==> config.mk <==
export PLATFORM = sky130hd
export DESIGN_NAME = pulse_interval_capture_channel
export DESIGN_NICKNAME = d
export VERILOG_FILES = /design/src/design/capture_pkg.sv /design/src/design/pulse_interval_capture_channel.sv /design/src/design/clock_tick_select.sv /design/src/design/edge_sampler.sv
export SDC_FILE = /design/constraint.sdc
export NUM_CORES = 1
export LEC_CHECK = 0
export BUFFER_PORTS_ARGS = -buffer_cell sky130_fd_sc_hd__clkbuf_2
export CAP_MARGIN = 5
export CELL_PAD_IN_SITES_DETAIL_PLACEMENT = 1
export CELL_PAD_IN_SITES_GLOBAL_PLACEMENT = 1
export CORE_AREA = 3 3 106 108
export DETAILED_ROUTE_END_ITERATION = 12
export DIE_AREA = 0 0 109 111
export PLACE_DENSITY = 0.8
export REMOVE_ABC_BUFFERS = 1
export SLEW_MARGIN = 20
export SYNTH_ARGS = -nofsm -noshare
export SYNTH_HDL_FRONTEND = slang
export SYNTH_SLANG_ARGS = --single-unit
==> constraint.sdc <==
create_clock -name i_clk_sys -period 3.15 [get_ports i_clk_sys]
set_clock_uncertainty 0.1 [all_clocks]
set_input_delay 0.315 -clock i_clk_sys [delete_from_list [all_inputs] [get_ports i_clk_sys]]
set_output_delay 0.315 -clock i_clk_sys [all_outputs]
set_load 0.005 [all_outputs]
==> src/design/capture_pkg.sv <==
package capture_pkg;

  // register indices on the plain register port
  localparam logic [3:0] ADDR_MODE    = 4'h0;
  localparam logic [3:0] ADDR_START   = 4'h1;
  localparam logic [3:0] ADDR_STOP    = 4'h2;
  localparam logic [3:0] ADDR_STATUS  = 4'h3;
  localparam logic [3:0] ADDR_DATA    = 4'h4;
  localparam logic [3:0] ADDR_COUNT   = 4'h5;
  localparam logic [3:0] ADDR_OUTLVL  = 4'h6;
  localparam logic [3:0] ADDR_OUTEN   = 4'h7;
  localparam logic [3:0] ADDR_OUTPOL  = 4'h8;
  localparam logic [3:0] ADDR_OUTSTY  = 4'h9;
  localparam logic [3:0] ADDR_INSEL   = 4'hA;
  localparam logic [3:0] ADDR_ENABLED = 4'hB;

  // mode register field positions
  localparam int BIT_IRQ_EN    = 0;
  localparam int POS_MODE      = 1;
  localparam int POS_EDGE      = 6;
  localparam int POS_TRIG      = 8;
  localparam int BIT_SPLIT     = 11;
  localparam int BIT_CCS       = 12;
  localparam int POS_CKS       = 14;
  localparam logic [15:0] MODE_WRITE_MASK = 16'hDFCF;

  localparam logic [15:0] RESET_MODE  = 16'h0000;
  localparam logic [15:0] RESET_COUNT = 16'h0000;
  localparam logic [15:0] RESET_DATA  = 16'h0000;
  localparam logic [16:0] OVF_SPAN    = 17'h10000;

  localparam logic [2:0] MODE_CAPTURE = 3'h2;
  localparam logic [2:0] TRIG_PIN     = 3'h1;

  typedef enum logic [1:0] {
    EDGE_FALL = 2'h0,
    EDGE_RISE = 2'h1,
    EDGE_BOTH = 2'h2,
    EDGE_BAD  = 2'h3
  } edge_sel_e;

  typedef enum logic [1:0] {
    TRIG_SRC_PIN  = 2'h0,
    TRIG_SRC_SELA = 2'h1,
    TRIG_SRC_SELB = 2'h2,
    TRIG_SRC_SW   = 2'h3
  } trig_src_e;

  typedef struct packed {
    logic        write;
    logic        read;
    logic [3:0]  addr;
    logic [15:0] wdata;
  } reg_req_s;

  typedef struct packed {
    logic        valid;
    logic [15:0] value;
    logic        overflow;
  } capture_s;

endpackage : capture_pkg

==> src/design/pulse_interval_capture_channel.sv <==
// Operation
// RQ1: a valid edge on the capture input pin captures the running count
// RQ2: start trigger while enabled also acts as a capture trigger
// RQ3: software computes interval as clock period times (0x10000*overflow + value + 1)
// RQ4: capture input is sampled on the selected operating clock
// RQ5: counter counts up from 0x0000 after start, one step per count clock
// RQ6: capture copies count to data register, clears counter, pulses interrupt
// RQ7: overflow flag updated at every capture to describe the captured value
// RQ8: several overflows in one period still read only as overflow set
// RQ9: software selects pin edges as start and capture trigger with code 001b
// RQ10: selected timer input or software trigger may serve as start and capture
// RQ11: start interrupt enable raises interrupt and inverts output at count start
// RQ12: mode field 010b selects capture; bits 5:4 and 13 stay zero
// RQ13: edge select chooses falling, rising or both; code 11 is prohibited
// RQ14: software keeps mode bit 11 at zero for this mode
// RQ15: count clock source 0 advances counter on operating clock
// RQ16: operating clock select picks first, second, third or fourth prescaled clock
// RQ17: software keeps output enable and level at zero; output pin not driven
// RQ18: software keeps output style and polarity at zero
// RQ19: start trigger sets enabled flag, clears counter and self-clears
// RQ20: while running software changes only the edge select field
// RQ21: stop trigger clears enabled flag, counter holds, trigger self-clears
// RQ22: counter wraps at full count and remembers overflow until next capture
`timescale 1ns/1ns
`default_nettype none
module pulse_interval_capture_channel #(
  parameter int  CHANNEL    = 1,
  parameter int  NUM_CLOCKS = 4,
  parameter bit  WIDE_CKS   = 1'b1
) (
  // clock and reset
  input  wire logic                  i_clk_sys,
  input  wire logic                  i_resetn,
  // register port
  input  wire logic [3:0]            i_addr,
  input  wire logic [15:0]           i_wdata,
  input  wire logic                  i_write,
  input  wire logic                  i_read,
  output logic      [15:0]           o_rdata,
  // prescaled clock enables
  input  wire logic [NUM_CLOCKS-1:0] i_prescaled_ticks,
  // trigger sources
  input  wire logic                  i_capture_input_pin,
  input  wire logic                  i_timer_input_a,
  input  wire logic                  i_timer_input_b,
  // channel outputs
  output logic                       o_channel_interrupt,
  output logic                       o_timer_output_pin,
  output logic                       o_channel_enabled_flag
);
  // output registers are eight bits wide, one bit per channel
  if (CHANNEL < 0 || CHANNEL > 7) begin : g_bad_channel
    $error("channel number out of range");
  end
  if (NUM_CLOCKS != 4) begin : g_bad_clocks
    $error("four prescaled clocks required");
  end
  // third and fourth clocks exist only on the wide channels [RQ16]
  if (WIDE_CKS && CHANNEL != 1 && CHANNEL != 3) begin : g_bad_wide
    $error("third and fourth clocks only on channels 1 and 3");
  end

  capture_pkg::reg_req_s req;
  capture_pkg::capture_s cap;

  logic [15:0] channel_mode_config;
  logic [7:0]  timer_output_level;
  logic [7:0]  timer_output_enable;
  logic [7:0]  timer_output_polarity;
  logic [7:0]  timer_output_style;
  logic [1:0]  input_select;
  logic [15:0] channel_counter;
  logic [15:0] capture_data_reg;
  logic        overflow_flag;
  logic        overflow_seen;
  logic        op_tick;
  logic        pin_edge;
  logic        start_trig;
  logic        stop_trig;
  logic        sel_a_prev;
  logic        sel_b_prev;
  logic        ext_trig;
  logic        trigger;
  logic        count_tick;
  logic        capture_mode;
  logic        next_counter_wrap;

  assign req = '{write: i_write, read: i_read, addr: i_addr, wdata: i_wdata};

  function automatic logic wr_at(input capture_pkg::reg_req_s r, input logic [3:0] a);
    return r.write && (r.addr == a);
  endfunction : wr_at

  // operating clock selection [RQ16]
  clock_tick_select #(
    .NUM_CLOCKS (NUM_CLOCKS)
  ) u_tick (
    .i_clk_sys (i_clk_sys),
    .i_resetn  (i_resetn),
    .i_ticks   (i_prescaled_ticks),
    .i_sel     (channel_mode_config[capture_pkg::POS_CKS +: 2]),
    .i_wide_ok (WIDE_CKS),
    .o_tick    (op_tick)
  );

  // pin sampled on operating clock, edge chosen by field [RQ4] [RQ13]
  edge_sampler u_edge (
    .i_clk_sys  (i_clk_sys),
    .i_resetn   (i_resetn),
    .i_tick     (op_tick),
    .i_level    (i_capture_input_pin),
    .i_edge_sel (channel_mode_config[capture_pkg::POS_EDGE +: 2]),
    .o_edge     (pin_edge)
  );

  assign capture_mode = channel_mode_config[capture_pkg::POS_MODE +: 3] == capture_pkg::MODE_CAPTURE; // [RQ12]
  // count source 0 selects operating clock; other source not supported here [RQ15]
  assign count_tick   = op_tick & ~channel_mode_config[capture_pkg::BIT_CCS];
  assign start_trig   = wr_at(req, capture_pkg::ADDR_START) & i_wdata[0];
  assign stop_trig    = wr_at(req, capture_pkg::ADDR_STOP) & i_wdata[0];

  // alternative trigger sources: selected timer input rising edges [RQ10]
  always_ff @(posedge i_clk_sys) begin
    if (!i_resetn) begin
      sel_a_prev <= 1'b0;
      sel_b_prev <= 1'b0;
    end else begin
      sel_a_prev <= i_timer_input_a;
      sel_b_prev <= i_timer_input_b;
    end
  end

  always_comb begin
    unique case (capture_pkg::trig_src_e'(input_select))
      capture_pkg::TRIG_SRC_PIN:
        ext_trig = pin_edge & (channel_mode_config[capture_pkg::POS_TRIG +: 3] == capture_pkg::TRIG_PIN); // [RQ1]
      capture_pkg::TRIG_SRC_SELA: ext_trig = i_timer_input_a & ~sel_a_prev; // [RQ10]
      capture_pkg::TRIG_SRC_SELB: ext_trig = i_timer_input_b & ~sel_b_prev; // [RQ10]
      capture_pkg::TRIG_SRC_SW:   ext_trig = 1'b0;
    endcase
  end

  // capture triggers: valid edge or start trigger while enabled [RQ1] [RQ2]
  assign trigger = capture_mode & o_channel_enabled_flag & (ext_trig | start_trig);

  // enabled flag: start sets, stop clears; trigger bits are never stored [RQ19] [RQ21]
  always_ff @(posedge i_clk_sys) begin
    if (!i_resetn)       o_channel_enabled_flag <= 1'b0;
    else if (start_trig) o_channel_enabled_flag <= 1'b1;
    else if (stop_trig)  o_channel_enabled_flag <= 1'b0;
  end

  assign next_counter_wrap = count_tick && (channel_counter == 16'hFFFF);

  // up counter from zero; clears on start and capture; holds when stopped [RQ5] [RQ6] [RQ21] [RQ22]
  always_ff @(posedge i_clk_sys) begin
    if (!i_resetn)                                  channel_counter <= capture_pkg::RESET_COUNT;
    else if (start_trig && !o_channel_enabled_flag) channel_counter <= capture_pkg::RESET_COUNT; // [RQ19]
    else if (trigger)                               channel_counter <= capture_pkg::RESET_COUNT; // [RQ6]
    else if (o_channel_enabled_flag && capture_mode && count_tick)
      channel_counter <= channel_counter + 16'h0001; // [RQ5] [RQ22]
  end

  // overflow remembered until capture; several wraps still just one flag [RQ8] [RQ22]
  always_ff @(posedge i_clk_sys) begin
    if (!i_resetn)                                  overflow_seen <= 1'b0;
    else if (trigger || (start_trig && !o_channel_enabled_flag)) overflow_seen <= 1'b0;
    else if (o_channel_enabled_flag && capture_mode && next_counter_wrap) overflow_seen <= 1'b1;
  end

  // capture copies count and refreshes the overflow flag [RQ6] [RQ7]
  always_comb begin
    cap.valid    = trigger;
    cap.value    = channel_counter;
    cap.overflow = overflow_seen | (o_channel_enabled_flag & next_counter_wrap);
  end

  always_ff @(posedge i_clk_sys) begin
    if (!i_resetn) begin
      capture_data_reg <= capture_pkg::RESET_DATA;
      overflow_flag    <= 1'b0;
    end else if (cap.valid) begin
      capture_data_reg <= cap.value; // [RQ6]
      overflow_flag    <= cap.overflow; // [RQ7] [RQ8]
    end
  end

  // interrupt on capture or on count start when start irq enabled [RQ6] [RQ11]
  always_ff @(posedge i_clk_sys) begin
    if (!i_resetn) o_channel_interrupt <= 1'b0;
    else           o_channel_interrupt <= trigger |
                     (start_trig & ~o_channel_enabled_flag & channel_mode_config[capture_pkg::BIT_IRQ_EN]);
  end

  // timer output: inverts at count start with irq enable, only when output enabled [RQ11] [RQ17]
  always_ff @(posedge i_clk_sys) begin
    if (!i_resetn) o_timer_output_pin <= 1'b0;
    else if (!timer_output_enable[CHANNEL]) o_timer_output_pin <= timer_output_level[CHANNEL];
    else if (start_trig && !o_channel_enabled_flag && channel_mode_config[capture_pkg::BIT_IRQ_EN])
      o_timer_output_pin <= ~o_timer_output_pin;
  end

  // mode register: fixed-zero bits masked; only edge field changes while running [RQ12] [RQ20]
  always_ff @(posedge i_clk_sys) begin
    if (!i_resetn) channel_mode_config <= capture_pkg::RESET_MODE;
    else if (wr_at(req, capture_pkg::ADDR_MODE)) begin
      if (o_channel_enabled_flag)
        channel_mode_config[capture_pkg::POS_EDGE +: 2] <= i_wdata[capture_pkg::POS_EDGE +: 2]; // [RQ13]
      else
        channel_mode_config <= i_wdata & capture_pkg::MODE_WRITE_MASK; // [RQ12]
    end
  end

  // output control registers, frozen while running; channel 0 style and polarity fixed
  always_ff @(posedge i_clk_sys) begin
    if (!i_resetn) begin
      timer_output_level    <= 8'h00;
      timer_output_enable   <= 8'h00;
      timer_output_polarity <= 8'h00;
      timer_output_style    <= 8'h00;
      input_select          <= 2'h0;
    end else if (!o_channel_enabled_flag) begin
      if (wr_at(req, capture_pkg::ADDR_OUTLVL)) timer_output_level  <= i_wdata[7:0];
      if (wr_at(req, capture_pkg::ADDR_OUTEN))  timer_output_enable <= i_wdata[7:0];
      if (wr_at(req, capture_pkg::ADDR_OUTPOL)) timer_output_polarity <= i_wdata[7:0] & 8'hFE; // [RQ18]
      if (wr_at(req, capture_pkg::ADDR_OUTSTY)) timer_output_style    <= i_wdata[7:0] & 8'hFE; // [RQ18]
      if (wr_at(req, capture_pkg::ADDR_INSEL))  input_select <= i_wdata[1:0]; // [RQ10]
    end
  end

  // read data one cycle after the read strobe; unmapped reads zero
  always_ff @(posedge i_clk_sys) begin
    if (!i_resetn) o_rdata <= 16'h0000;
    else if (req.read) begin
      unique case (req.addr)
        capture_pkg::ADDR_MODE:    o_rdata <= channel_mode_config;
        capture_pkg::ADDR_STATUS:  o_rdata <= {15'h0000, overflow_flag}; // [RQ3]
        capture_pkg::ADDR_DATA:    o_rdata <= capture_data_reg; // [RQ3]
        capture_pkg::ADDR_COUNT:   o_rdata <= channel_counter;
        capture_pkg::ADDR_OUTLVL:  o_rdata <= {8'h00, timer_output_level};
        capture_pkg::ADDR_OUTEN:   o_rdata <= {8'h00, timer_output_enable};
        capture_pkg::ADDR_OUTPOL:  o_rdata <= {8'h00, timer_output_polarity};
        capture_pkg::ADDR_OUTSTY:  o_rdata <= {8'h00, timer_output_style};
        capture_pkg::ADDR_INSEL:   o_rdata <= {14'h0000, input_select};
        capture_pkg::ADDR_ENABLED: o_rdata <= {15'h0000, o_channel_enabled_flag};
        default:                   o_rdata <= 16'h0000;
      endcase
    end else o_rdata <= 16'h0000;
  end
endmodule : pulse_interval_capture_channel
`default_nettype wire

==> src/design/clock_tick_select.sv <==
`timescale 1ns/1ns
`default_nettype none
module clock_tick_select #(
  parameter int NUM_CLOCKS = 4
) (
  // clock and reset
  input  wire logic                  i_clk_sys,
  input  wire logic                  i_resetn,
  // prescaled enables and choice
  input  wire logic [NUM_CLOCKS-1:0] i_ticks,
  input  wire logic [1:0]            i_sel,
  input  wire logic                  i_wide_ok,
  // chosen operating clock tick
  output logic                       o_tick
);
  // the field decode below serves exactly four prescaled clocks
  if (NUM_CLOCKS != 4) begin : g_bad_clocks
    $error("clock_tick_select needs four prescaled clocks");
  end

  logic next_tick;

  // field order: 00 first, 10 second, 01 third, 11 fourth; third/fourth only on wide channels
  always_comb begin
    unique case (i_sel)
      2'h0: next_tick = i_ticks[0];
      2'h2: next_tick = i_ticks[1];
      2'h1: next_tick = i_wide_ok ? i_ticks[2] : i_ticks[0];
      2'h3: next_tick = i_wide_ok ? i_ticks[3] : i_ticks[1];
    endcase
  end

  always_ff @(posedge i_clk_sys) begin
    if (!i_resetn) o_tick <= 1'b0;
    else           o_tick <= next_tick;
  end
endmodule : clock_tick_select
`default_nettype wire

==> src/design/edge_sampler.sv <==
`timescale 1ns/1ns
`default_nettype none
module edge_sampler (
  // clock and reset
  input  wire logic       i_clk_sys,
  input  wire logic       i_resetn,
  // sampling
  input  wire logic       i_tick,
  input  wire logic       i_level,
  input  wire logic [1:0] i_edge_sel,
  // detected valid edge, one cycle
  output logic            o_edge
);
  logic sampled;
  logic prev;
  logic rise;
  logic fall;

  // input sampled only on operating clock ticks
  always_ff @(posedge i_clk_sys) begin
    if (!i_resetn) begin
      sampled <= 1'b0;
      prev    <= 1'b0;
    end else if (i_tick) begin
      sampled <= i_level;
      prev    <= sampled;
    end
  end

  assign rise = i_tick & sampled & ~prev;
  assign fall = i_tick & ~sampled & prev;

  always_ff @(posedge i_clk_sys) begin
    if (!i_resetn) o_edge <= 1'b0;
    else begin
      unique case (capture_pkg::edge_sel_e'(i_edge_sel))
        capture_pkg::EDGE_FALL: o_edge <= fall;
        capture_pkg::EDGE_RISE: o_edge <= rise;
        capture_pkg::EDGE_BOTH: o_edge <= rise | fall;
        capture_pkg::EDGE_BAD:  o_edge <= 1'b0;
      endcase
    end
  end
endmodule : edge_sampler
`default_nettype wire

==> impl_metrics.csv <==
group,metric,value,unit
synthesis,synth_enable_flop_cells,0,
detailed_routing,routed_wl,12.45,mm
worst_setup_path,setup.worst_path.start_class,"register",
floorplan,core_area,10320,um2
global_route,vias_in_the_first_global_route,4014,
synthesis,synth_area_leader_cell,"sky130_fd_sc_hd__dfxtp_1",
place,place.port_buffers,48,
clock_network,clock-root-buffer,"sky130_fd_sc_hd__clkbuf_8",
sta,setup_violations,0,
pwr,pwr_density_cell,452.3,nW/um2
floorplan,die_w,109,um
synthesis,synth-warning-count,0,
clock_network,worst_skew_pair.late_latency,0.38,ns
worst_setup_path,critPathBufInv,1,
min_path,min_delay_worst_type,"input port to register",
clock_network,post_cts.repair.setup_buffers,0,
sta,hold_slack,0.05749,ns
place,post-dp-hpwl,8.696,mm
worst_setup_path,r2r_start,"o_channel_enabled_flag",
synthesis,synth-main-ff-cell,"sky130_fd_sc_hd__dfxtp_1",
clock_network,cts_tree,"yes",
synthesis,netlist.area_leader.share,0.4458,
pwr,combPwrFrac,0.063,
pwr,cellLeakagePower,1.853,nW
worst_setup_path,timing.critical_path.slowest_cell_delay,0.68,ns
clock_network,cts_resized,0,
worst_setup_path,critical_path.max_fanout,8,
finish,final.fill_count,1230,
worst_setup_path,rrSetupSlack,1.05,ns
pwr,cell_int_power,1.762,mW
sta,clock.fmax,0.4761,GHz
clock_network,cts_made_buffers,9,
floorplan,start_util,0.4524,
sta,tns,0,ns
finish,finalNetCount,578,
clock_network,post_cts_hold_buffer_count,0,
sta,final.setup.worst_slack,1.050,ns
floorplan,top_level_ports,50,
synthesis,synthTopCellsByArea,"sky130_fd_sc_hd__dfxtp_1 45%, sky130_fd_sc_hd__mux2i_1 8.4%, sky130_fd_sc_hd__nor2_1 5.4%",
place,detailedPlace.worstSlack,0.8581,ns
detailed_routing,vias,3768,
pwr,power_frac_seq,0.572,
synthesis,synthesis.area,4671,um2
sta,slew_headroom,0.3976,
synthesis,synthesis.instances,507,
sta,rsz_0062_raised_after_global_routing,"no",
detailed_routing,detailedRoute.firstIterationViolations,127,
sta,fin_crit,2.100,ns
place,gp_congestion,0.7799,
sta,hold_violations,0,
worst_setup_path,cpMaxStageDelayCell,"sky130_fd_sc_hd__nor3_4",
clock_network,cts.sink_count,104,
place,place_inst,668,
floorplan,die_y,111,um
finish,synthToLayoutAreaGrowth,10.26,%
global_route,track_usage,0.2156,
finish,n_antenna_cell,0,
detailed_routing,drcViolationCount,0,
finish,regArea,2082,um2
global_route,grt_start_max_net_pins,51,
pwr,p_clk_frac,0.364,
global_route,globalRouteOverflowTotal,0,
finish,most_frequent_cells_in_the_layout,"104 x sky130_fd_sc_hd__dfxtp_1, 67 x sky130_fd_sc_hd__nor2_1, 63 x sky130_fd_sc_hd__nand2_1",
finish,mostFrequentLayoutCell,"sky130_fd_sc_hd__dfxtp_1",
clock_network,worst_setup_hold_path_clk_slew,0.10,ns
sta,final.period_utilization,0.6667,
synthesis,synth-seq-area-share,0.4458,
pwr,switchingPower,567.6,uW
global_route,antenna_found_initial,0,
floorplan,placement_rows,37,
detailed_routing,route.detailed.vias_per_inst,5.509,
floorplan,area_enclosed_by_the_die_boundary,12100,um2
worst_setup_path,timing.critical_path.cells,"buf_4 -> nand2b_1 -> nor3_4 -> mux2i_1 -> nor2_1",
worst_setup_path,crit_type,"register to register",
clock_network,clock_tree.htree_level_count,3,
sta,worst_pin_slew,0.9036,ns
finish,area_of_the_multi_input_gates,2355,um2
finish,drive_above_1_share,0.2044,
synthesis,ys_types,61,
finish,finish.cell_count_without_fillers,684,
global_route,grt_pass1_wl,20.42,mm
worst_setup_path,r2r_end,"timer_output_level[0]",
sta,final_max_slew_viol_count,0,
min_path,hold_depth,2,
detailed_routing,drt.antenna.violating_nets,0,
status,status,"finished clean",
synthesis,synth.avg_cell_area,9.212,um2
min_path,worstHoldEndpoint,"sel_a_prev",
synthesis,synth_seq_cells,104,
worst_setup_path,worstPathArrival,2.23,ns
worst_setup_path,reg2regPathDepth,5,
worst_setup_path,crit_family,"simple AND/OR/NAND/NOR gates",
clock_network,cts-root-to-sink-buffers,2,
flow_run,cap_viol_max_count,0,
synthesis,async_flop_share,0,
worst_setup_path,worst_setup_path_end_kind,"register",
min_path,hold_start,"i_timer_input_a",
detailed_routing,drt_pre_antenna_iters,4,
finish,core_util_final,0.4988,
detailed_routing,wl_per_cell,18.21,um
worst_setup_path,critPathRequiredTime,3.28,ns
pwr,switching_share,0.2437,
pwr,irDropWorstVdd,346.0,uV
-- worst reg2reg max path: cells and delay by family (launching register included) --
kind / cells / cell delay, ns
simple gates: 3 / 1.09
flops: 1 / 0.32
mux: 1 / 0.29
buf+inv: 1 / 0.16
-- worst max-delay path by stage --
stage	startpoint	end	slack [ns]	cells after the start
floorplan	i_addr[2]	overflow_flag	0.91	7
global placement	i_addr[2]	timer_output_polarity[1]	0.90	7
detailed placement	i_addr[2]	timer_output_style[5]	0.86	8
CTS	o_channel_enabled_flag	timer_output_level[0]	1.04	5
global route	channel_mode_config[1]	capture_data_reg[15]	0.92	6
finish	o_channel_enabled_flag	timer_output_level[0]	1.05	5
-- power by group through the flow --
stage,clock network [mW],registers [mW],logic (mW)
6_report,0.849,1.33,0.147
5_1_grt,0.932,1.34,0.161
4_1_cts,0.872,1.33,0.148
3_5_place_dp,0,1.36,0.147
3_3_place_gp,0,1.36,0.143
2_1_floorplan,0,1.36,0.0645
-- through the flow --
stage	power, mW	instance area (um2)
floorplan	1.426	4467
global placement	1.506	4952
detailed placement	1.511	4952
CTS	2.354	5150
global route	2.427	5150
finish	2.329	5150
-- per-layer routing --
| layer | wire, um | vias up | GRT usage |
|---|---|---|---|
| li1 | - | 1817 | - |
| met1 | 5409 | 1860 | 0.2683 |
| met2 | 6290 | 79 | 0.3702 |
| met3 | 611 | 12 | 0.05358 |
| met4 | 142 | 0 | 0.05135 |
| met5 | 0 | - | 0 |
-- area by class of cell --
type                            instances  share of cell area
Multi-Input combinational cell        362              0.4572
Sequential cell                       104              0.4043
Timing Repair Buffer                   58             0.06122
Tap cell                              136             0.03304
Clock buffer                           11             0.02745
Clock inverter                          5             0.01093
Inverter                                8            0.005831
-- cell families (layout without fill, tap and decap cells) --
group                    count (synthesis)  after routing  synth area share
multiplexers                            44             44            0.1053
adder cells (fa/ha/maj)                  4              4           0.01072
buffers and inverters                   41             82           0.05010
AND/OR/NAND/NOR                        214            214            0.2344
AO/OA/AOI/OAI                           83             83            0.1219
flip-flops                             104            104            0.4458
XOR/XNOR                                17             17           0.03188
-- synthesized netlist by cell type (all sizes together), types with 2 or more instances --
library cell and instances:
and2 8, clkbuf 12, nand4 3, mux4 4, a21oi 30, buf 21
inv 8, nor3 9, o22ai 2, ha 4, and4 2, o21ai 23
nor3b 2, nand3b 3, mux2i 39, a22o 3, and2b 2, a211oi 2
nand3 33, xnor2 11, xor2 6, nand2 63, dfxtp 104, a222oi 4
a221oi 2, and3 4, a31oi 4, or2 3, a22oi 9, nor2b 3
nand2b 4, nor2 69
Power figures use the tool's default switching activity.
